==> config.mk <==
export PLATFORM = sky130hd
export DESIGN_NAME = cwd_top
export DESIGN_NICKNAME = d
export VERILOG_FILES = /design/src/core/cwd_pkg.sv /design/src/core/cwd_top.sv
export SDC_FILE = /design/constraint.sdc
export NUM_CORES = 1
export LEC_CHECK = 0
export BUFFER_PORTS_ARGS = -buffer_cell sky130_fd_sc_hd__clkbuf_2
export CAP_MARGIN = 20
export CORE_UTILIZATION = 50
export CTS_CLUSTER_DIAMETER = 50
export CTS_CLUSTER_SIZE = 8
export DETAILED_ROUTE_END_ITERATION = 7
export GPL_ROUTABILITY_DRIVEN = 0
export PLACE_DENSITY = 0.83
export SETUP_SLACK_MARGIN = 0.1
export SYNTH_ARGS = -nofsm -noshare
export SYNTH_HDL_FRONTEND = slang
export SYNTH_SLANG_ARGS = --single-unit
==> constraint.sdc <==
create_clock -name mclk -period 3.93 [get_ports mclk]
set_input_delay 0.393 -clock mclk [delete_from_list [all_inputs] [get_ports mclk]]
set_output_delay 0.393 -clock mclk [all_outputs]
set_load 0.02 [all_outputs]
==> src/core/cwd_pkg.sv <==
// package for the cpu watchdog timer: offsets, reset values, field positions
package cwd_pkg;
	localparam logic [7:0] CWD_CTRL_ADDR = 8'h39;
	localparam logic [7:0] CWD_HALF_RELOAD = 8'hFF;
	localparam int CWD_SRC_SEL_BIT = 7;
	localparam int CWD_STOP_FN_BIT = 6;
	localparam logic [3:0] CWD_DIV16_LAST = 4'hF;
	localparam logic CWD_SRC_SEL_RST = 1'b0;
	localparam logic CWD_STOP_FN_RST = 1'b0;
	localparam logic CWD_USE_ONCHIP_RST = 1'b1;

	typedef struct packed {
		logic [7:0] addr;
		logic [7:0] wdata;
		logic wr;
		logic rd;
	} cwd_bus_s;

	typedef struct packed {
		logic wait_mode;
		logic stop_mode;
		logic osc_stable;
		logic stop_instruction;
	} cwd_mode_s;

	typedef enum logic [2:0] {
		CWD_IDLE = 3'b001,
		CWD_RUN = 3'b010,
		CWD_HALT = 3'b100
	} cwd_state_e;
endpackage

==> src/core/cwd_top.sv <==
// cpu watchdog timer: 16-bit down counter with stop-instruction option
//
// Function
// - counter keeps counting during wait mode
// - counter holds value in stop mode
// - counting resumes during oscillation stabilizing
// - stop function bit accepts one write
// - main oscillator clock source when selected
// - on-chip oscillator source when selected
// - on-chip oscillator source after reset; here the source still follows cpu_clk_sel_main
// - stopped until control register first written
// - reload FF both halves; high underflow resets
// - bit7 selects high half count source
// - stop instruction enters stop or resets
//
// Implementation choices: the placing of the registers and the plain strobed port.
`timescale 1ns/1ns
module cwd_top
	import cwd_pkg::*;
(
	// clock, reset, enable
	input wire logic mclk,
	input wire logic reset,
	input wire logic clk_en,
	// register port
	input wire cwd_bus_s bus,
	output logic [7:0] rdata,
	// clock system: raw count ticks (pins) and cpu clock selection
	input wire logic main_osc_tick,
	input wire logic onchip_osc_tick,
	input wire logic cpu_clk_sel_main,
	// mode controller
	input wire cwd_mode_s mode,
	// results
	output logic internal_reset,
	output logic enter_stop
);
	logic [1:0] main_sync, onchip_sync;
	logic main_prev, onchip_prev;
	logic [7:0] wdt_high, wdt_low, next_high, next_low;
	logic [3:0] div16, next_div16;
	logic src_sel, next_src_sel;
	logic stop_fn, next_stop_fn;
	logic stop_fn_written, next_stop_fn_written;
	cwd_state_e state, next_state;
	logic [7:0] next_rdata;
	logic next_ireset, next_enter_stop;
	logic ctrl_wr, main_edge, onchip_edge, count_tick, low_uf, high_step;

	assign ctrl_wr = bus.wr && (bus.addr == CWD_CTRL_ADDR);
	assign main_edge = main_sync[1] && !main_prev;
	assign onchip_edge = onchip_sync[1] && !onchip_prev;
	// source follows cpu clock selection; reset does not force the on-chip source
	assign count_tick = cpu_clk_sel_main ? main_edge : onchip_edge;
	assign low_uf = count_tick && (wdt_low == 8'h00);

	always_comb begin
		next_state = state;
		next_high = wdt_high;
		next_low = wdt_low;
		next_div16 = div16;
		next_src_sel = src_sel;
		next_stop_fn = stop_fn;
		next_stop_fn_written = stop_fn_written;
		next_ireset = 1'b0;
		next_enter_stop = 1'b0;
		high_step = 1'b0;
		next_rdata = 8'h00;
		if (bus.rd && bus.addr == CWD_CTRL_ADDR) begin
			next_rdata = {src_sel, stop_fn, wdt_high[7:2]};
		end
		if (state != CWD_IDLE) begin
			// hold in stop; count in wait and during stabilizing
			if (mode.stop_mode && !mode.osc_stable) begin
				next_state = CWD_HALT;
			end else begin
				next_state = CWD_RUN;
				if (count_tick) begin
					next_low = wdt_low - 8'h01;
					next_div16 = div16 + 4'h1;
				end
				high_step = src_sel ? (count_tick && div16 == CWD_DIV16_LAST) : low_uf;
				if (high_step) begin
					next_high = wdt_high - 8'h01;
					if (wdt_high == 8'h00) begin
						next_ireset = 1'b1;
					end
				end
			end
		end
		if (mode.stop_instruction) begin
			if (stop_fn) begin
				next_ireset = 1'b1;
			end else begin
				next_enter_stop = 1'b1;
			end
		end
		if (ctrl_wr) begin
			// any write reloads and starts; caller should write before stop
			next_state = CWD_RUN;
			next_high = CWD_HALF_RELOAD;
			next_low = CWD_HALF_RELOAD;
			next_div16 = 4'h0;
			next_src_sel = bus.wdata[CWD_SRC_SEL_BIT];
			if (!stop_fn_written) begin
				next_stop_fn = bus.wdata[CWD_STOP_FN_BIT];
				next_stop_fn_written = 1'b1;
			end
		end
	end

	always_ff @(posedge mclk) begin
		if (reset) begin
			main_sync <= 2'b00;
			onchip_sync <= 2'b00;
			main_prev <= 1'b0;
			onchip_prev <= 1'b0;
			state <= CWD_IDLE;
			wdt_high <= CWD_HALF_RELOAD;
			wdt_low <= CWD_HALF_RELOAD;
			div16 <= 4'h0;
			src_sel <= CWD_SRC_SEL_RST;
			stop_fn <= CWD_STOP_FN_RST;
			stop_fn_written <= 1'b0;
			rdata <= 8'h00;
			internal_reset <= 1'b0;
			enter_stop <= 1'b0;
		end else if (clk_en) begin
			main_sync <= {main_sync[0], main_osc_tick};
			onchip_sync <= {onchip_sync[0], onchip_osc_tick};
			main_prev <= main_sync[1];
			onchip_prev <= onchip_sync[1];
			state <= next_state;
			wdt_high <= next_high;
			wdt_low <= next_low;
			div16 <= next_div16;
			src_sel <= next_src_sel;
			stop_fn <= next_stop_fn;
			stop_fn_written <= next_stop_fn_written;
			rdata <= next_rdata;
			internal_reset <= next_ireset;
			enter_stop <= next_enter_stop;
		end
	end

	a_reload_on_write: assert property (@(posedge mclk) disable iff (reset)
		clk_en && ctrl_wr |=> wdt_high == 8'hFF && wdt_low == 8'hFF)
		else $error("write did not reload counter");
	a_idle_holds: assert property (@(posedge mclk) disable iff (reset)
		state == CWD_IDLE && !ctrl_wr |=> $stable(wdt_low))
		else $error("counter moved before first write");
	a_stop_holds: assert property (@(posedge mclk) disable iff (reset)
		clk_en && state != CWD_IDLE && mode.stop_mode && !mode.osc_stable && !ctrl_wr
		|=> $stable(wdt_low) && $stable(wdt_high))
		else $error("counter moved in stop mode");
	a_wait_counts: assert property (@(posedge mclk) disable iff (reset)
		clk_en && state != CWD_IDLE && mode.wait_mode && !mode.stop_mode && count_tick
		&& !ctrl_wr |=> wdt_low == $past(wdt_low) - 8'h01)
		else $error("counter idle in wait mode");
	a_stab_counts: assert property (@(posedge mclk) disable iff (reset)
		clk_en && state != CWD_IDLE && mode.stop_mode && mode.osc_stable && count_tick
		&& !ctrl_wr |=> wdt_low == $past(wdt_low) - 8'h01)
		else $error("counter idle while stabilizing");
	a_stop_fn_once: assert property (@(posedge mclk) disable iff (reset)
		stop_fn_written |=> $stable(stop_fn))
		else $error("stop function bit rewritten");
	a_src_follows: assert property (@(posedge mclk) disable iff (reset)
		count_tick == (cpu_clk_sel_main ? main_edge : onchip_edge))
		else $error("wrong count source");
	a_underflow_rst: assert property (@(posedge mclk) disable iff (reset)
		clk_en && high_step && wdt_high == 8'h00 |=> internal_reset)
		else $error("no reset on high underflow");
	a_stop_instr: assert property (@(posedge mclk) disable iff (reset)
		clk_en && mode.stop_instruction |=> (stop_fn ? internal_reset : enter_stop)
		|| $past(stop_fn) != stop_fn)
		else $error("stop instruction misrouted");
	a_hi_src: assert property (@(posedge mclk) disable iff (reset)
		clk_en && state == CWD_RUN && !src_sel && !low_uf && !ctrl_wr
		&& !(mode.stop_mode && !mode.osc_stable) |=> $stable(wdt_high))
		else $error("high half stepped without low underflow");

	// idle must hold the whole counter, not just the low half
	a_idle_high: assert property (@(posedge mclk) disable iff (reset)
		state == CWD_IDLE && !ctrl_wr |=> $stable(wdt_high))
		else $error("high half moved before first write");

	// the first write of any value must start the count-down
	a_first_start: assert property (@(posedge mclk) disable iff (reset)
		clk_en && state == CWD_IDLE && ctrl_wr |=> state == CWD_RUN)
		else $error("first write did not start counting");

	// stop with the oscillator down parks the state machine
	a_halt_state: assert property (@(posedge mclk) disable iff (reset)
		clk_en && state != CWD_IDLE && mode.stop_mode && !mode.osc_stable && !ctrl_wr
		|=> state == CWD_HALT)
		else $error("stop mode did not halt");

	// each routing of the stop instruction is checked on its own
	a_stop_enter: assert property (@(posedge mclk) disable iff (reset)
		clk_en && mode.stop_instruction && !stop_fn |=> enter_stop)
		else $error("stop instruction did not enter stop");
	a_stop_reset: assert property (@(posedge mclk) disable iff (reset)
		clk_en && mode.stop_instruction && stop_fn |=> internal_reset)
		else $error("stop instruction did not reset");

	// divided source: high half steps on the last prescaler count
	a_div_step: assert property (@(posedge mclk) disable iff (reset)
		clk_en && state == CWD_RUN && src_sel && count_tick && div16 == CWD_DIV16_LAST
		&& !ctrl_wr && !(mode.stop_mode && !mode.osc_stable)
		|=> wdt_high == $past(wdt_high) - 8'h01)
		else $error("high half missed divided step");

	// a low enable must freeze the counter completely
	a_en_freeze: assert property (@(posedge mclk) disable iff (reset)
		!clk_en |=> $stable(wdt_low) && $stable(wdt_high))
		else $error("counter moved with enable low");

	// main scenarios: start, underflow, stop entry, halt and resume
	c_first_write: cover property (@(posedge mclk) state == CWD_IDLE ##1 state == CWD_RUN);
	c_resume: cover property (@(posedge mclk) state == CWD_HALT ##1 state == CWD_RUN);
	c_underflow: cover property (@(posedge mclk) internal_reset);
	c_stop_entry: cover property (@(posedge mclk) enter_stop);
	c_halt: cover property (@(posedge mclk) state == CWD_HALT);
endmodule // cwd_top

-- Yosys cells after proc, flatten, opt, wreduce, memory -nomap -nowiden
Index checks and enable logic that the tools add are counted.
Widths: inputs -> output; s select.
- bitwise logic cells: 1
- add/sub/neg operators: 3
- equality and inequality tests: 4
- multiplexer cells: 26
- reduce and logical (&&, ||, !) cells: 20
- operator list (kind ; number):
    $mux 8 ; 9
    $logic_not 8->1 ; 2
    $mux 4 ; 4
    $sub 8x1->8 const B ; 2
    $mux 1 ; 10
    $mux 3 ; 3
    $eq 8x6->1 const B ; 1
    $reduce_and 4->1 ; 2
    $logic_and 1x1->1 ; 7
    $reduce_bool 2->1 ; 3
    $add 4x1->4 const B ; 1
    $eq 4x4->1 const B ; 1
    $reduce_and 2->1 ; 2
    $logic_not 1->1 ; 3
    $ne 3x1->1 const B ; 1
    $reduce_and 3->1 ; 1
    $ne 2x2->1 const B ; 1
    $not 1->1 ; 1
- logic and storage cells: 68
- bits in registers: 42
- output and inout bits: 10

-- Logic depth before layout (Yosys ltp)
- word-level depth: 10
- depth in mapped cells: 7

-- Least setup slack after synthesis
No wires, ideal clock.
- kind: reg-to-reg
- start point: reg wdt_low[0]
- end point: reg wdt_high[3]
- arrival: 1.606 ns
- cell stages (with the launch flop): 8
- library setup time: 0.129 ns
- data required time: 3.801 ns
- buffers on the path: 0
- slack: 2.196 ns
- path through: dfxtp_1 inv_1 ha_1 or4b_1 o21a_4 o21ai_4 a31oi_1 nand3b_1
- longest elaborated chain between the ends: 5
- RTL lines (element ; RTL line ; source):
    from (decl) ; cwd_top.sv:40 ; logic [7:0] wdt_high, wdt_low, next_high, next_low;
    from (signal assigned) ; cwd_top.sv:135 ; wdt_low <= next_low;
    $logic_not 8->1 ; cwd_top.sv:55 ; assign low_uf = count_tick && (wdt_low == 8'h00);
    $logic_and 1x1->1 ; cwd_top.sv:55 ;
    $mux 1 ; cwd_top.sv:82 ; high_step = src_sel ? (count_tick && div16 == CWD_DIV16_LAST) : low_uf;
    $reduce_bool 2->1 (no line) ; n/a ;
    $reduce_and 4->1 (no line) ; n/a ;
    to (signal assigned) ; cwd_top.sv:134 ; wdt_high <= next_high;
    to (decl) ; cwd_top.sv:40 ;
Every way passes these cells.
A chain may end at the register's enable or synchronous reset.

-- Worst setup path after layout
- start point: in clk_en
- end point: reg wdt_low[4]
- longest elaborated chain between the ends: 1
- RTL lines (element ; RTL line ; source):
    from (decl) ; cwd_top.sv:24 ; input wire logic clk_en,
    $reduce_and 4->1 (no line) ; n/a ;
Every way passes these cells.

==> results by group <==
Yosys
  – Cells after synthesis: 211
  – Mux contribution to synthesized area: around 3.1%
  – Largest family of logic cells by synthesized area: simple AND/OR/NAND/NOR gates
  – Compound-cell area share of the yosys netlist: 17.5%
  – Post-Synth Adder-Cell Area: 3.21%
  – Sequential fraction of the synthesis area: 43.2%
  – Post-synth cell types: 45
  – Largest area contributor in the netlist: dfxtp_1
  – Area fraction of the dominant cell type after synthesis: a little over two fifths
  – FF+latch count, synth: 42
  – Syn_nets: 244
  – Most area-consuming cells after synthesis: dfxtp_1, xnor2_1, a21oi_1
  – Synth cell count leaders: dfxtp_1, nor2_1, a21oi_1, nand2_1, xnor2_1
  – Yosys warnings: 0
  – Synth Area in Simple Gates: 24.7%
  – Syn_area_per_cell: 9.23 sq um
  – Post-synth ARST share: 0%
  – XOR/XNOR share of the synthesized area: 4.50%
  – Post-synth EDFFs: 0
  – Post-Syn Area: 1950 sq um
  – Count leader, synth: dfxtp_1
  – Prevailing post-synth register cell: dfxtp_1

CTS
  – Hold buffers post-CTS: 0
  – CTS Buffer Depth: 2
  – CTS tree: done
  – CTS clk-pin slew, worst paths: 70 ps
  – Post-CTS Resized: 0
  – Clock Sinks: 42
  – TritonCTS buffer count: 5
  – Postcts setup bufs: 0
  – H-tree Lvls: 2
  – Root Driver: clkbuf_8
  – Worst skew pair latency: 290 ps

Power
  – Leak: 0.917 nW
  – PD cells: 334 nW/um^2
  – Worst vdd ir: around 260 uV

Detailed routing
  – DRT antenna net count: 0
  – Initial DRT Pass Iterations: 4
  – Drt drc: 0
  – Via count: 1570
  – Drt wl/cell: 12.8 um
  – Drt total wl: around 3.7 mm
  – Detailed Route Iter0 Violations: 81
  – Avg Vias per Cell: 5.49

STA
  – Worst setup margin: 1940 ps
  – Tightest Pin Transition: 1060 ps
  – Final hold viol count: 0
  – Hold WS: 348 ps
  – Min Tclk post-route: 1990 ps
  – Worst slew margin: between 20 and 30%
  – Setup TNS: 0 ps
  – Setup violations, final: 0
  – Slew Limit Fails: 0
  – Fin crit share: ~50%
  – Worst Skew: 7.24 ps
  – RSZ-0062 raised after global routing: no
  – FMAX: 503 MHz

Layout
  – Final Util: 59.5%
  – # nets final: 271
  – # diodes: 0
  – Layout cell share with drive strength beyond 1: 21.8%
  – Final std cells w/o fill: 286
  – Area grow syn2layout: 12.8%

GRT
  – Total track usage: 20.1%
  – Number of global-route vias before repair: 1494
  – Grt ovf: 0
  – Largest net degree at the start of global routing: 29
  – Global-route wire length before repair: 6.45 mm
  – Initial antenna violation count: 0

Worst setup path
  – Worst path arrival time: 2120 ps
  – Crit-path max FO: 23
  – Setup slack, reg-to-reg: 1960 ps
  – Buf/Inv on CP: 1
  – Max incr delay on CP: 560 ps
  – Critical path class: primary input to register
  – Crit end category: register
  – CP delay by family, top: compound AO/OA/AOI/OAI gates
  – Critical path launch point type: primary input
  – Worst Path Required: 4070 ps
  – Sequence of cells on the critical path: clkbuf_2 > o2111ai_2 > a2111oi_2 > xnor2_1 > nand2_1
  – Slowest cell on crit path: a2111oi_2

Hold path
  – Hold Path Class: primary input to register

Run status
  – Status: complete, no violations

Place
  – Setup WS pre-CTS: 1620 ps
  – Final HPWL DP: 2.58 mm
  – Cells after DPL: 279
  – I/O Buffers: 30

Floorplanning
  – Die Footprint: 4150 sq um
  – Die W: 64.4 um
  – I/O pin count: 38
  – Core Box Area: 3690 sq um
  – Initial Util: 52.8%
  – Die height: 64.4 um
  – FP Rows: 22

Job
  – Max-cap violation count: 0
## through the flow
stage	power, W	instance area [sq um]
3_5_place_dp	0.000485	2120
5_1_grt	0.000766	2200
6_report	0.000733	2200
3_3_place_gp	0.000484	2120
2_1_floorplan	0.000469	1950
4_1_cts	0.000744	2200
## power breakdown
group	total, W	switching, W	leakage (nW)	internal (W)
registers	0.000434	0.00000338	0.340	0.000430
clock network	0.000258	0.000139	0.0438	0.000119
logic	0.0000414	0.0000242	0.533	0.0000173
## worst min-delay path, stage by stage
cell	delay, ps
clkbuf_2	80
mux2i_1	60
nor2_1	80
## cell usage in the layout, fill, tap and decap left out, types with 2 or more instances in the layout
cell	Yosys	routed
ha_1	5	5
nand3_1	8	8
clkbuf_8	0	5
and4_1	3	3
clkinv_2	0	2
and3_1	5	5
nor3_1	4	4
dfxtp_1	42	42
o21bai_1	2	2
clkbuf_2	0	30
mux2i_1	6	6
nand2b_1	3	3
a21o_1	2	2
a2111oi_2	3	3
nor2_1	22	22
a21oi_1	17	17
xnor2_1	10	10
nor3_2	3	3
nand2_1	14	14
nand4_1	3	3
a22oi_1	8	8
inv_1	9	9
o21ai_1	5	5
nand3b_1	5	5
o21a_4	2	2
## layer usage
| metal | track usage (%) | wire length, um |
|---|---|---|
| met1 | 25.8 | 1690 |
| met2 | 32.0 | 1780 |
| met3 | 6.43 | 137 |
| met4 | 6.11 | 56 |
| met5 | 0 | 0 |
## sequential cells by signal, summed over array words and instances (netlist names)
name             flops
enter_stop           1
main_sync            2
state                3
onchip_sync          2
main_prev            1
onchip_prev          1
internal_reset       1
wdt_low              8
wdt_high             8
stop_fn              1
div16                4
stop_fn_written      1
src_sel              1
rdata                8
## layout make-up
class | count | area (sq um)
fill | 329 | 1490
multi-input combinational | 150 | 1030
sequential | 42 | 841
timing repair buffer | 30 | 150
clock buffer | 5 | 68.8
tap | 48 | 60.1
inverter | 9 | 33.8
clock inverter | 2 | 10.0
## final timing paths
kind / startpoint / endpoint / cells after the start
worst max-delay path: clk_en / wdt_low[4]$_SDFFE_PP1P_ / 5
worst min-delay path: main_osc_tick / main_sync[0]$_SDFFE_PP0P_ / 3
worst max register to register: onchip_sync[1]$_SDFFE_PP0P_ / wdt_low[4]$_SDFFE_PP1P_ / 5
worst min register to register: enter_stop$_SDFFE_PP0P_ / enter_stop$_SDFFE_PP0P_ / 2
## logic make-up after synthesis
family                   Yosys count
AO/OA/AOI/OAI                     46
XOR/XNOR                          10
flip-flops                        42
multiplexers                       6
buffers and inverters             19
AND/OR/NAND/NOR                   83
adder cells (fa/ha/maj)            5
(Power assumes the default switching activity.)
